===== config.mk =====
export PLATFORM = sky130hd
export DESIGN_NAME = smpc_core
export DESIGN_NICKNAME = d
export VERILOG_FILES = /design/src/common/smpc_pkg.sv /design/src/common/smpc_evt_if.sv /design/src/rtl/smpc_core.sv /design/src/rtl/smpc_event_gate.sv
export SDC_FILE = /design/constraint.sdc
export NUM_CORES = 1
export LEC_CHECK = 0
export BUFFER_PORTS_ARGS = -buffer_cell sky130_fd_sc_hd__buf_4
export CAP_MARGIN = 30
export CORE_ASPECT_RATIO = 1.75
export CORE_UTILIZATION = 41
export CTS_CLUSTER_SIZE = 24
export DETAILED_ROUTE_END_ITERATION = 6
export GPL_TIMING_DRIVEN = 0
export MAX_ROUTING_LAYER = met4
export PLACE_DENSITY = 0.76
export SYNTH_ARGS = -nofsm -noshare
export SYNTH_HDL_FRONTEND = slang
export SYNTH_SLANG_ARGS = --single-unit

===== constraint.sdc =====
create_clock -name clock -period 2.45 [get_ports clock]
set_clock_uncertainty 0.15 [all_clocks]
set_input_delay 0.735 -clock clock [delete_from_list [all_inputs] [get_ports clock]]
set_output_delay 0.735 -clock clock [all_outputs]
set_load 0.05 [all_outputs]

===== src/common/smpc_pkg.sv =====
package smpc_pkg;
  localparam int TB_WIDTH = 16;
  localparam int SRC_WIDTH = 6;
  localparam int OUT_COUNT = 6;
  // source select bit positions
  localparam int SRC_TMR = 0;
  localparam int SRC_PIN = 1;
  localparam int SRC_CMP1 = 2;
  localparam logic [TB_WIDTH-1:0] TB_RESET = 16'h0000;
  localparam logic [TB_WIDTH-1:0] TB_STEP = 16'h0001;
  localparam logic [OUT_COUNT-1:0] STEER_RESET = 6'h01;

  typedef enum logic [2:0] {
    SMPC_MODE_SINGLE = 3'b000,
    SMPC_MODE_COMPL = 3'b001,
    SMPC_MODE_THREE_PHASE = 3'b010,
    SMPC_MODE_PUSH_PULL = 3'b011,
    SMPC_MODE_OTHER = 3'b111
  } smpc_mode_t;
endpackage


===== src/common/smpc_evt_if.sv =====
`timescale 1ns/100ps
`default_nettype none
// event selection inputs and accepted event strobes between top and gate
interface smpc_evt_if;
  logic period_hit;
  logic rise_hit;
  logic fall_hit;
  logic rise_take;
  logic fall_take;
  logic rise_active;
  modport ctrl (output period_hit, output rise_hit, output fall_hit, input rise_take, input fall_take,
    input rise_active);
  modport gate (input period_hit, input rise_hit, input fall_hit, output rise_take, output fall_take,
    output rise_active);
endinterface
`default_nettype wire


===== src/rtl/smpc_core.sv =====
`timescale 1ns/100ps
`default_nettype none
module smpc_core #(
  parameter int TB_W = smpc_pkg::TB_WIDTH,
  parameter int OUTS = smpc_pkg::OUT_COUNT
) (
  input wire logic clock,
  input wire logic rst,
  input wire logic count_en,
  input wire logic ctrl_in_pin,
  input wire logic comparator1_synced_out,
  input wire logic comparator2_synced_out,
  input wire logic comparator3_synced_out,
  input wire logic comparator4_synced_out,
  input wire logic [TB_W-1:0] period_value,
  input wire logic [TB_W-1:0] phase_value,
  input wire logic [TB_W-1:0] duty_value,
  input wire logic [smpc_pkg::SRC_WIDTH-1:0] period_source_select,
  input wire logic [smpc_pkg::SRC_WIDTH-1:0] phase_source_select,
  input wire logic [smpc_pkg::SRC_WIDTH-1:0] duty_source_select,
  input wire logic [2:0] mode_select,
  input wire logic steer_sync_en,
  input wire logic [OUTS-1:0] steer_enable,
  input wire logic load_set,
  output logic update_load_bit,
  output logic [TB_W-1:0] pulse_timebase_counter,
  output logic period_event,
  output logic rise_event,
  output logic fall_event,
  output logic fall_blank_start,
  output logic rise_blank_start,
  output logic deadband_start,
  output logic [OUTS-1:0] steer_active,
  output logic [OUTS-1:0] pwm_out
);
  initial begin
    if (TB_W < 2 || TB_W > 16 || OUTS < 2 || OUTS > 6) begin
      $error("smpc_core: unsupported width or output count");
    end
  end

  function automatic logic src_or(input logic [smpc_pkg::SRC_WIDTH-1:0] sel, input logic tmr_match,
      input logic [smpc_pkg::SRC_WIDTH-1:0] async_src);
    logic [smpc_pkg::SRC_WIDTH-1:0] srcs;
    srcs = async_src;
    srcs[smpc_pkg::SRC_TMR] = tmr_match;
    src_or = |(sel & srcs);
  endfunction

  // ****************************************************
  // input synchronisers
  // ****************************************************
  logic [4:0] async_meta_reg;
  logic [4:0] async_sync_reg;
  wire logic [smpc_pkg::SRC_WIDTH-1:0] async_src;
  always_ff @(posedge clock) begin
    if (rst) begin
      async_meta_reg <= 5'h00;
      async_sync_reg <= 5'h00;
    end else begin
      async_meta_reg <= {comparator4_synced_out, comparator3_synced_out, comparator2_synced_out,
        comparator1_synced_out, ctrl_in_pin};
      async_sync_reg <= async_meta_reg;
    end
  end
  assign async_src = {async_sync_reg, 1'b0};

  // ****************************************************
  // time base
  // ****************************************************
  logic [TB_W-1:0] tb_reg;
  logic [TB_W-1:0] tb_next;
  logic period_pend_reg;
  logic period_pend_next;
  wire logic period_match;
  wire logic phase_match;
  wire logic duty_match;
  wire logic period_hit;

  assign period_match = count_en && (tb_reg == period_value);
  assign phase_match = count_en && (tb_reg == phase_value);
  assign duty_match = count_en && (tb_reg == duty_value);
  assign period_hit = src_or(period_source_select, period_match, async_src);
  // an event between counting edges is held until the next counting edge resets the count
  assign period_pend_next = count_en ? 1'b0 : (period_pend_reg | period_hit);
  always_comb begin
    tb_next = tb_reg;
    if (count_en) begin
      if (period_hit || period_pend_reg) begin
        tb_next = smpc_pkg::TB_RESET;
      end else begin
        tb_next = tb_reg + smpc_pkg::TB_STEP[TB_W-1:0];
      end
    end
  end
  always_ff @(posedge clock) begin
    if (rst) begin
      tb_reg <= smpc_pkg::TB_RESET[TB_W-1:0];
      period_pend_reg <= 1'b0;
    end else begin
      tb_reg <= tb_next;
      period_pend_reg <= period_pend_next;
    end
  end

  // ****************************************************
  // rising and falling events
  // ****************************************************
  smpc_evt_if evt ();
  assign evt.period_hit = period_hit;
  assign evt.rise_hit = src_or(phase_source_select, phase_match, async_src);
  assign evt.fall_hit = src_or(duty_source_select, duty_match, async_src);

  smpc_event_gate u_gate (
    .clock(clock),
    .rst(rst),
    .evt(evt)
  );

  // ****************************************************
  // steering
  // ****************************************************
  logic [OUTS-1:0] steer_reg;
  logic [OUTS-1:0] steer_next;
  logic load_reg;
  logic load_next;
  wire logic steer_mode_ok;
  wire logic [OUTS-1:0] steer_req;
  wire logic transfer;

  // steering outside its modes is frozen at the first output
  assign steer_mode_ok = (mode_select == smpc_pkg::SMPC_MODE_SINGLE) ||
    (mode_select == smpc_pkg::SMPC_MODE_COMPL) || (mode_select == smpc_pkg::SMPC_MODE_THREE_PHASE);
  assign steer_req = steer_mode_ok ? steer_enable : smpc_pkg::STEER_RESET[OUTS-1:0];
  assign transfer = load_reg && period_hit;
  assign steer_next = !steer_sync_en ? steer_req : (transfer ? steer_req : steer_reg);
  // set wins over the clearing transfer
  assign load_next = load_set ? 1'b1 : (transfer ? 1'b0 : load_reg);
  always_ff @(posedge clock) begin
    if (rst) begin
      steer_reg <= smpc_pkg::STEER_RESET[OUTS-1:0];
      load_reg <= 1'b0;
    end else begin
      steer_reg <= steer_next;
      load_reg <= load_next;
    end
  end

  // ****************************************************
  // outputs
  // ****************************************************
  typedef smpc_pkg::smpc_mode_t smpc_mode_t;
  logic [OUTS-1:0] pwm_reg;
  logic [OUTS-1:0] pwm_next;
  logic [5:0] strobe_reg;
  wire logic drive;
  // drive level after this cycle's accepted events; fall wins so full duty still ends
  assign drive = evt.fall_take ? 1'b0 : (evt.rise_take ? 1'b1 : evt.rise_active);
  always_comb begin
    pwm_next = '0;
    case (smpc_mode_t'(mode_select))
      smpc_pkg::SMPC_MODE_SINGLE: pwm_next = drive ? steer_reg : '0;
      smpc_pkg::SMPC_MODE_COMPL: begin
        pwm_next = steer_reg & {OUTS{drive}};
        pwm_next[1] = steer_reg[1] & !drive;
      end
      smpc_pkg::SMPC_MODE_THREE_PHASE: pwm_next = drive ? steer_reg : '0;
      default: pwm_next[0] = drive;
    endcase
  end
  always_ff @(posedge clock) begin
    if (rst) begin
      pwm_reg <= '0;
      strobe_reg <= 6'h00;
    end else begin
      pwm_reg <= pwm_next;
      strobe_reg <= {period_hit, evt.rise_take, evt.fall_take, evt.rise_take, evt.fall_take,
        evt.rise_take | evt.fall_take};
    end
  end

  assign pwm_out = pwm_reg;
  assign steer_active = steer_reg;
  assign update_load_bit = load_reg;
  assign pulse_timebase_counter = tb_reg;
  assign period_event = strobe_reg[5];
  assign rise_event = strobe_reg[4];
  assign fall_event = strobe_reg[3];
  assign fall_blank_start = strobe_reg[2];
  assign rise_blank_start = strobe_reg[1];
  assign deadband_start = strobe_reg[0];
endmodule
`default_nettype wire


===== src/rtl/smpc_event_gate.sv =====
`timescale 1ns/100ps
`default_nettype none
module smpc_event_gate (
  input wire logic clock,
  input wire logic rst,
  smpc_evt_if.gate evt
);
  logic rise_done_reg;
  logic rise_done_next;
  logic fall_done_reg;
  logic fall_done_next;
  wire logic rise_ok;
  wire logic fall_ok;

  // ****************************************************
  // once-per-period suppression
  // ****************************************************
  // an event in the period cycle belongs to the new period, so the old flags do not gate it
  assign rise_ok = evt.rise_hit && (evt.period_hit || (!rise_done_reg && !fall_done_reg));
  assign fall_ok = evt.fall_hit && (evt.period_hit || !fall_done_reg);
  assign evt.rise_take = rise_ok;
  assign evt.fall_take = fall_ok;
  assign evt.rise_active = rise_done_reg && !fall_done_reg;
  // a period event reopens both windows; a same-cycle event then counts for the new period
  assign rise_done_next = evt.period_hit ? rise_ok : (rise_done_reg | rise_ok);
  assign fall_done_next = evt.period_hit ? fall_ok : (fall_done_reg | fall_ok);

  always_ff @(posedge clock) begin
    if (rst) begin
      rise_done_reg <= 1'b0;
      fall_done_reg <= 1'b0;
    end else begin
      rise_done_reg <= rise_done_next;
      fall_done_reg <= fall_done_next;
    end
  end
endmodule
`default_nettype wire


* After elaboration in Yosys (flattened, before gate mapping)
Index checks and enable logic that the tools add are counted.
** Storage, ports and cells
- Bits in registers :: 48
- Output and inout port bits :: 35
- Logic and storage cells :: 62
** Operators by class
- Add/subtract/negate cells :: 1
- Equal/unequal tests :: 6
- Mux-type cells :: 13
- Bitwise logic cells :: 9
- Reduce and logical (&&, ||, !) cells :: 23
** Operators with widths (number)
- equality test 16 bit :: 3
- AND 6 bit :: 4
- two-way mux 6 bit :: 4
- OR reduction 6 bit :: 3
- adder 16 x 1 -> 16 bit, second input constant :: 1
- two-way mux 16 bit :: 1
- case mux 5 bit (2 select lines) :: 1
- logical AND 1 bit :: 8
- two-way mux 1 bit :: 6
- logical OR 1 bit :: 5
- bitwise OR 1 bit :: 4
- OR reduction 2 bit :: 2
- equality test 3 x 1 -> 1 bit, second input constant :: 1
- equality test 3 x 2 -> 1 bit, second input constant :: 1
- logical NOT 1 bit :: 3
- logical NOT 3 bit :: 1
- inequality test 2 x 1 -> 1 bit, second input constant :: 1
- case mux 1 bit (2 select lines) :: 1
- nonzero test 2 bit :: 1
- AND 1 bit :: 1

* Depth between registers and ports, before layout
Gate-level depths: netlist (run 1).
- Word-level depth :: 11
- Depth in mapped cells :: 8
- Mapped depth without buffers :: 6

* Hierarchy
From an unflattened synthesis (run 1), not the netlist that was laid out.
** Second synthesis, totals
- Cell total of the unflattened synthesis :: 293
- Area, all modules :: 2593.7 um2
** By module, submodules not included
- smpc_core :: times used 1, cells an instance 281, area an instance 2483.6 um2, seq. area each 880.8 um2
- smpc_event_gate :: times used 1, cells an instance 12, area an instance 110.1 um2, seq. area each 40.0 um2

* Least setup slack after synthesis (run 1)
OpenSTA, ideal clock, no wires.
- Path type :: register -> register
- From :: register tb_reg[2], in the netlist pulse_timebase_counter[2]
- To :: register pwm_reg[1], in the netlist pwm_out[1]
- Setup time :: 121 ps
- Arrival :: 2338 ps
- Data required time :: 2179 ps
- Path slack :: -159 ps
- Cell stages (with the launch flop) :: 8
- Cell sequence :: dfxtp_1 buf_2 xnor2_1 nand3_1 nor4_2 a21oi_2 a221o_1 mux2_4
** On the way
- Cells in the longest elaborated chain, start to end :: 11
- Elaborated cells on any way between the ends :: 22
** Ends and longest elaborated chain
- from (decl) :: line smpc_core.sv:71 : logic [TB_W-1:0] tb_reg;
- from (signal assigned) :: line smpc_core.sv:98 : tb_reg <= smpc_pkg::TB_RESET[TB_W-1:0];
- from (signal assigned) :: line smpc_core.sv:101 : tb_reg <= tb_next;
- equality test 16 bit :: line smpc_core.sv:80 : assign period_match = count_en && (tb_reg == period_value);
- logical AND 1 bit :: line smpc_core.sv:80
- AND 6 bit :: line smpc_core.sv:47 : src_or = |(sel & srcs);
- OR reduction 6 bit :: line smpc_core.sv:47
- logical OR 1 bit :: line smpc_event_gate.sv:19 : assign rise_ok = evt.rise_hit && (evt.period_hit || (!rise_done_reg && !fall_done_reg));
- logical AND 1 bit :: line smpc_event_gate.sv:19
- two-way mux 1 bit :: line smpc_core.sv:158 : assign drive = evt.fall_take ? 1'b0 : (evt.rise_take ? 1'b1 : evt.rise_active);
- two-way mux 1 bit (*) :: line smpc_core.sv:158
- logical NOT 1 bit :: line smpc_core.sv:165 : pwm_next[1] = steer_reg[1] & !drive;
- AND 1 bit :: line smpc_core.sv:165
- case mux 5 bit (2 select lines) (*) :: line smpc_core.sv:161 : case (smpc_mode_t'(mode_select))
- to (signal assigned) :: line smpc_core.sv:176 : pwm_reg <= pwm_next;
- to (decl) :: line smpc_core.sv:153 : logic [OUTS-1:0] pwm_reg;
Every way passes the cells marked *; elsewhere a longest branch is shown, timed or not.
A chain may end at the register's enable or synchronous reset.

* Worst setup path after layout (run 1)
- From :: input period_value[14]
- To :: register pwm_reg[1], in the netlist pwm_out[1]
** On the way
- Cells in the longest elaborated chain, start to end :: 11
- Elaborated cells on any way between the ends :: 14
** Ends and longest elaborated chain
- from (decl) :: line smpc_core.sv:15 : input wire logic [TB_W-1:0] period_value,
- equality test 16 bit (*) :: line smpc_core.sv:80
- logical AND 1 bit (*) :: line smpc_core.sv:80
- AND 6 bit (*) :: line smpc_core.sv:47
- OR reduction 6 bit (*) :: line smpc_core.sv:47
- logical OR 1 bit :: line smpc_event_gate.sv:19
- logical AND 1 bit :: line smpc_event_gate.sv:19
- two-way mux 1 bit :: line smpc_core.sv:158
- two-way mux 1 bit (*) :: line smpc_core.sv:158
- logical NOT 1 bit :: line smpc_core.sv:165
- AND 1 bit :: line smpc_core.sv:165
- case mux 5 bit (2 select lines) (*) :: line smpc_core.sv:161
Marked as above.

==> flow_summary.ini, run 1 <==
[run_status]
outcome = complete, but fails checks
violations = setup timing

[synth]
syn_area_per_cell_um2 = 8.856
synth-seq-area-share = 0.3866
synth_nets = 355
syn-cell-area_mm2 = 0.002382
synth_area_leader_cell = dfxtp_1
synth_edf_count = 0
ys_types = 36
synth_top_area_share = 0.3866
synthTopCellsByArea = dfxtp_1 39%, xnor2_1 17%, xor2_1 5.5%
yosys_warnings = 0
ys_top_cells_by_count = 46 x dfxtp_1, 46 x xnor2_1, 24 x nor2_1
ys_ff_latch = 46
synth-main-ff-cell = dfxtp_1
synth_cells = 269
synth_async_sr_flop_share = 0

[routing]
via_per_inst = 4.901
wl_um = 6918
drt_iter0_markers = 83
drt-pass1-iter-count = 4
final_antenna_net_count = 0
wire_per_inst_um = 14.81
drcViolationCount = 0
num_vias = 2289

[floorplan]
num_rows = 36
num_io_pins = 120
die_h_um = 102.8
core_mm2 = 0.005585
initial_core_util = 0.4265
die_area_mm2 = 0.006131
dieWidth_um = 59.62

[sta]
fin_tns_setup_ns = -0.0006710
maxSlewHeadroom = 0.6146
hold_violations = 0
layout_setup_ws_ns = -0.0006710
slew_viol_final = 0
period_share = 1.000
setup_violations = 1
tightest_slew_ns = 0.5747
fmax_mhz = 408.1
period_minus_slack_ns = 2.451
rsz0062_at_grt = true

[clocking]
cts_tree = done
clockBufferDepth = 2
cts_buffers = 5
clockRootBuffer = clkbuf_8
clk_pin_slew_worst_paths_ns = 0.09
htree_levels = 2
numClockSinks = 46
clkLatencyLatePin_ns = 0.31

[worst_hold_path]
hp-class = flop to flop

[pwr]
leakagePower_nw = 1.535
pwr_density_cell_mw_per_mm2 = 487.6
vdd_drop_max_uv = 496.1

[placement]
place_congestion = 0.8448
place_ws_ns = -0.5913
dpl.hpwl_um = 5639
portBuffers = 119

[global_route]
grt_pass1_wl_um = 10120
grt_start_max_net_pins = 16
antenna_found_initial = 0
grt_use_total = 0.2341
grt_pass1_vias = 2281
grt.overflow.total = 0

[final_layout]
final_core_util = 0.6373
drive_gt1_frac = 0.4271
antenna_cells = 0
largest_reg_flops = 16
nets = 476
area_growth_pct = 49.42

[worst_setup_path]
slowest_stage = a221o_2
start_kind = primary input
crit_chain = buf_4, xnor2_1, nand4_1, nor4_4, a21oi_4, a221o_2, mux2_4
slowest_delay_ns = 0.46
critPathArrivalTime_ns = 2.50
crit_required_ns = 2.50
crit_fanout = 10
cp-end-kind = flop
critical_path_class = primary input to flop

[job]
cap_violations = 0
-- final timing paths --
kind	from	endpoint	slack (ns)	cells past startpoint
setup / recovery	period_value[14]	pwm_out[1]	-0.0007	7
hold / removal	async_meta_reg[3]	async_sync_reg[3]	0.29	1
setup reg to reg	pulse_timebase_counter[7]	pwm_out[1]	0.03	7
hold reg to reg	async_meta_reg[3]	async_sync_reg[3]	0.29	1
-- cell usage in the layout, fill, tap and decap left out, types with 2 or more instances in the layout --
master | netlist | routed
a21o_1 | 2 | 2
a21oi_1 | 7 | 7
a222oi_1 | 3 | 3
a22oi_1 | 3 | 3
and3_1 | 2 | 2
buf_2 | 5 | 4
buf_4 | 3 | 124
buf_6 | 3 | 3
clkbuf_1 | 10 | 2
clkbuf_8 | 0 | 5
dfxtp_1 | 46 | 31
dfxtp_2 | 0 | 15
inv_1 | 8 | 8
mux2i_1 | 6 | 6
nand2_1 | 21 | 21
nand2b_1 | 2 | 2
nand3_1 | 10 | 10
nand4_1 | 12 | 12
nor2_1 | 24 | 24
nor2b_1 | 13 | 13
nor3_1 | 10 | 10
nor4_4 | 0 | 2
o21a_1 | 3 | 3
xnor2_1 | 46 | 44
xnor2_2 | 1 | 3
xor2_1 | 15 | 15
-- worst max-delay path, delay by kind of cell --
kind	cells	cell delay, ns
compound gates	2	0.62
xor+xnor	1	0.12
buf+inv	1	0.11
mux	1	0.31
simple gates	2	0.60
-- stage by stage --
step                      instances  area [um2]  hold slack (ns)  power [mW]
after detailed placement        464        3391           0.2739       1.164
after global routing            467        3560           0.3193       1.809
after global placement          464        3391           0.2661       1.156
after floorplan                 269        2402           0.2638      0.9929
final                           467        3560           0.2916       1.736
after CTS                       466        3535           0.2947       1.741
-- power by group --
part	internal [mW]	leakage [nW]	switching [mW]
Clock	0.306	0.0585	0.271
Combinational	0.186	1.09	0.178
Sequential	0.774	0.383	0.0213
Total	1.27	1.54	0.470
-- cells by family after synthesis --
| kind of cell | synth area share |
|---|---|
| XOR/XNOR | 0.2311 |
| AO/OA/AOI/OAI | 0.07353 |
| adder cells (fa/ha/maj) | 0.005251 |
| AND/OR/NAND/NOR | 0.2096 |
| multiplexers | 0.03151 |
| flip-flops | 0.3866 |
| buffers and inverters | 0.06250 |
-- routing by layer --
layer | track usage | vias to the layer above | part of all wire
met1 | 0.1992 | 1054 | 0.35
met3 | 0.03137 | 16 | 0.046
li1 | - | 1136 | -
met2 | 0.4659 | 83 | 0.57
met4 | 0.1234 | 0 | 0.035
met5 | - | - | 0
-- what timing repair did --
item / in CTS / in global routing
pin swaps: 2 / 2
buffers inserted: 1 / 1
endpoints found under the setup margin: 17 / 11
gates resized for setup: 8 / 3
hold buffers: 0 / 0
-- area by class of cell --
cell class | instances | area (um2)
buffer | 14 | 96.34
clock buffer | 5 | 68.82
clock inverter | 3 | 43.79
fill | 551 | 2026
inverter | 8 | 30.03
multi-input combinational | 194 | 1378
sequential | 46 | 939.7
tap | 76 | 95.09
timing repair buffer | 121 | 908.4
Note: power is estimated with default switching activity, not from simulation.
==> run 2, diff against run 1 <==
- CORE_UTILIZATION: 41 -> 30
- PLACE_DENSITY: 0.76 -> default
==> flow_summary.ini, run 2 (synthesized netlist as in run 1, its figures left out) <==
[routing]
via_per_inst = 4.669
num_vias = 2241
drt_iter0_markers = 82
wl_um = 7161
final_antenna_net_count = 0
wire_per_inst_um = 14.92
drcViolationCount = 0
drt-pass1-iter-count = 5

[sta]
tightest_slew_ns = 0.5490
period_share = 1.017
maxSlewHeadroom = 0.6318
hold_violations = 0
rsz0062_at_grt = true
setup_violations = 1
slew_viol_final = 0
period_minus_slack_ns = 2.492
fin_tns_setup_ns = -0.04156
layout_setup_ws_ns = -0.04156
fmax_mhz = 401.4
whs_ns = 0.2799

[job]
cap_violations = 0

[clocking]
ctsHoldBuffers = 0
clkLatencyLatePin_ns = 0.28
cts_buffers = 5
numClockSinks = 46
clockRootBuffer = clkbuf_16
cts_tree = done
clk_pin_slew_worst_paths_ns = 0.06
htree_levels = 2
clockBufferDepth = 2

[final_layout]
area_growth_pct = 53.99
drive_gt1_frac = 0.4413
nets = 477
register_area_um2 = 939.7
largest_reg_flops = 16
layout.cells.most_common = buf_4
antenna_cells = 0
final_cell_area_mm2 = 0.003669
mostFrequentLayoutCells = 124 x buf_4, 38 x xnor2_1, 31 x dfxtp_1
multi_input_area_mm2 = 0.001423
final_core_util = 0.4814
n_fill_cell = 766

[global_route]
antenna_found_initial = 0
grt_pass1_vias = 2383
grt_use_total = 0.1840
grt_pass1_wl_um = 11360
grt.overflow.total = 0
grt_start_max_net_pins = 14

[worst_hold_path]
hp-class = flop to flop

[floorplan]
num_io_pins = 120
initial_core_util = 0.3126
core_mm2 = 0.007620
die_h_um = 119.9
num_rows = 42
dieWidth_um = 69.36
die_area_mm2 = 0.008315

[placement]
placed_area_mm2 = 0.003406
portBuffers = 119
place_congestion = 0.8261
dpl.hpwl_um = 5833
place_ws_ns = -0.5865

[worst_setup_path]
crit_fanout = 6
start_kind = primary input
crit_required_ns = 2.47
critPathArrivalTime_ns = 2.52
critical_path_class = primary input to flop
cp-end-kind = flop

[run_status]
outcome = complete, but fails checks
violations = setup timing

[pwr]
leakagePower_nw = 1.588
vdd_drop_max_uv = 418.8
pwr_density_cell_mw_per_mm2 = 502.2
==> run 2: changes by cell type in the layout (fill, tap and decap cells not counted), sizes merged <==
cell    previous run  this run
inv                9         8
bufinv             1         0
buf              131       132
clkbuf             9        11
==> run 2: cell type report <==
type                            instances  area share
Multi-Input combinational cell        194      0.3878
Sequential cell                        46      0.2561
Timing Repair Buffer                  122      0.2507
Clock buffer                            7     0.03888
Tap cell                               88     0.03001
Buffer                                 14     0.02694
Inverter                                8    0.008186
Clock inverter                          1    0.001364
==> run 2: per-layer routing <==
| layer | up-vias | wire length [um] | global-route usage |
|---|---|---|---|
| met4 | 0 | 199 | 0.09439 |
| li1 | 1133 | - | - |
| met3 | 11 | 405 | 0.03946 |
| met1 | 1012 | 2510 | 0.1743 |
| met2 | 85 | 4045 | 0.3422 |
| met5 | - | 0 | - |
==> run 2: final timing paths <==
kind                                   start                end  slack [ns]  cells past startpoint
setup reg to reg  pulse_timebase_counter[15]         pwm_out[1]        0.02                      6
hold reg to reg            async_meta_reg[1]  async_sync_reg[1]        0.28                      1
hold / removal             async_meta_reg[1]  async_sync_reg[1]        0.28                      1
setup / recovery             phase_value[14]         pwm_out[1]       -0.04                      7
==> run 2: power by group <==
group	internal [mW]	leakage [nW]	total, mW	switching, mW
registers	0.775	0.383	0.797	0.0221
clock network	0.404	0.0739	0.676	0.271
logic	0.193	1.13	0.369	0.177
total	1.37	1.59	1.84	0.470
==> run 2: metrics by stage <==
step,cells,power (mW)
after floorplan,269,0.9929
after global placement,476,1.160
after detailed placement,476,1.164
after CTS,478,1.856
after global routing,480,1.924
final,480,1.842
==> run 2: worst max-delay path: stages <==
cell	delay [ns]
buf_4	0.12
xnor2_2	0.12
nand4_1	0.22
nor4_4	0.33
a41oi_2	0.21
a221o_2	0.47
mux2_4	0.31
==> run 2: timing repair <==
item	CTS	global route
pin swaps	5	10
buffers inserted	1	2
setup endpoints to repair	17	14
gates resized for setup	9	10
==> run 3, diff against run 2 <==
--- a/config.mk
+++ b/config.mk
@@ -14,3 +14,2 @@
 export GPL_TIMING_DRIVEN = 0
-export MAX_ROUTING_LAYER = met4
 export SYNTH_ARGS = -nofsm -noshare
--- a/constraint.sdc
+++ b/constraint.sdc
@@ -4,2 +4,2 @@
 set_output_delay 0.735 -clock clock [all_outputs]
-set_load 0.05 [all_outputs]
+set_load 0.1 [all_outputs]
==> flow_summary.ini, run 3 (synthesized netlist as in run 1, its figures left out) <==
[clocking]
numClockSinks = 46
ctsHoldBuffers = 0
clockBufferDepth = 2
clockRootBuffer = clkbuf_16
clkLatencyLatePin_ns = 0.29
cts_tree = done
cts_buffers = 5
htree_levels = 2
clk_pin_slew_worst_paths_ns = 0.06

[worst_setup_path]
crit_required_ns = 2.48
reg2reg_to = pwm_out[1]
cp-end-kind = flop
cp-endpoint = pwm_out[1]
reg2reg_from = pulse_timebase_counter[5]
critical_path.startpoint = phase_value[15]
worstRegToRegCells = 7
start_kind = primary input
rrSetupSlack_ns = 0.05
crit_fanout = 3
critPathArrivalTime_ns = 2.46
critical_path_class = primary input to flop

[sta]
period_minus_slack_ns = 2.431
rsz0062_at_grt = true
tightest_slew_ns = 0.5037
fmax_mhz = 411.3
whs_ns = 0.2868
period_share = 0.9923
setup_violations = 0
slew_viol_final = 0
fin_tns_setup_ns = 0
maxSlewHeadroom = 0.6616
hold_violations = 0

[final_layout]
largest_reg_flops = 16
nets = 478
final_core_util = 0.4926
antenna_cells = 0
n_fill_cell = 757
multi_input_area_mm2 = 0.001446
mostFrequentLayoutCells = 127 x buf_4, 36 x xnor2_1, 30 x dfxtp_1
area_growth_pct = 57.56
drive_gt1_frac = 0.4555
register_area_um2 = 975.9
layout.cells.most_common = buf_4
fin_cells = 481

[job]
cap_violations = 0

[placement]
place_congestion = 0.7810
portBuffers = 119
dpl.hpwl_um = 5814
dp.cells = 476

[routing]
drcViolationCount = 0
wire_per_inst_um = 15.09
wl_um = 7258
final_antenna_net_count = 0
drt_iter0_markers = 96
via_per_inst = 4.755
num_vias = 2287
drt-pass1-iter-count = 5

[global_route]
grt_use_total = 0.1786
grt_start_max_net_pins = 15
grt_pass1_vias = 2321
antenna_found_initial = 0
grt_pass1_wl_um = 11410
grt.overflow.total = 0

[pwr]
vdd_drop_max_uv = 395.2
leakagePower_nw = 1.612
pwr_density_cell_mw_per_mm2 = 520.6

[floorplan]
die_area_mm2 = 0.008315
dieWidth_um = 69.36
core_mm2 = 0.007620
num_io_pins = 120
num_rows = 42
initial_core_util = 0.3126
die_h_um = 119.9

[worst_hold_path]
hp-class = flop to flop

[run_status]
outcome = completed
[run 3: layout make-up]
class                      count  area share
clock buffer                   7     0.04100
inverter                       8    0.008000
sequential                    46      0.2600
multi-input combinational    194      0.3853
buffer                        13     0.02567
tap                           88     0.02933
timing repair buffer         124      0.2490
clock inverter                 1    0.001667
[run 3: repair_timing]
action / in CTS / in global routing
resized for setup: 8 / 15
buffers inserted: 3 / 2
pin swaps: 3 / 11
setup endpoints to repair: 16 / 15
cloned: 0 / 0
[run 3: worst max-delay path: stages]
cell and delay [ns]:
buf_4 0.12, xnor2_2 0.13, nand4_1 0.15, nor4_4 0.37
a41oi_2 0.21, a221o_2 0.45, mux2_4 0.30
[run 3: power breakdown]
part / total [mW] / internal [mW] / switching, mW
clock network: 0.729 / 0.441 / 0.288
registers: 0.783 / 0.760 / 0.0223
logic: 0.442 / 0.198 / 0.245
[run 3: worst min-delay path by stage]
| stage | cells after the start | startpoint | slack (ns) | end |
|---|---|---|---|---|
| after global placement | 1 | async_meta_reg[2] | 0.27 | async_sync_reg[2] |
| after CTS | 1 | async_meta_reg[3] | 0.29 | async_sync_reg[3] |
| final | 1 | async_meta_reg[3] | 0.29 | async_sync_reg[3] |
| after global routing | 1 | async_meta_reg[4] | 0.31 | async_sync_reg[4] |
| after detailed placement | 1 | async_meta_reg[3] | 0.27 | async_sync_reg[3] |
| after floorplan | 1 | async_meta_reg[0] | 0.26 | async_sync_reg[0] |
[run 3: metrics by stage]
step           power (mW)  worst slack [ns]  instance area, um2
2_1_floorplan       1.042          0.001034                2444
3_3_place_gp        1.210           -0.5599                3447
3_5_place_dp        1.214           -0.5586                3447
4_1_cts             1.959          0.003550                3657
5_1_grt             2.038          -0.06067                3754
6_report            1.954           0.01876                3754
[run 3: per-layer routing]
metal / track usage / vias up / wire (um)
met3: 0.04198 / 14 / 460
met2: 0.3301 / 89 / 4030
met1: 0.1863 / 1043 / 2553
li1: - / 1141 / -
met4: 0.08418 / 0 / 214
met5: 0 / - / 0
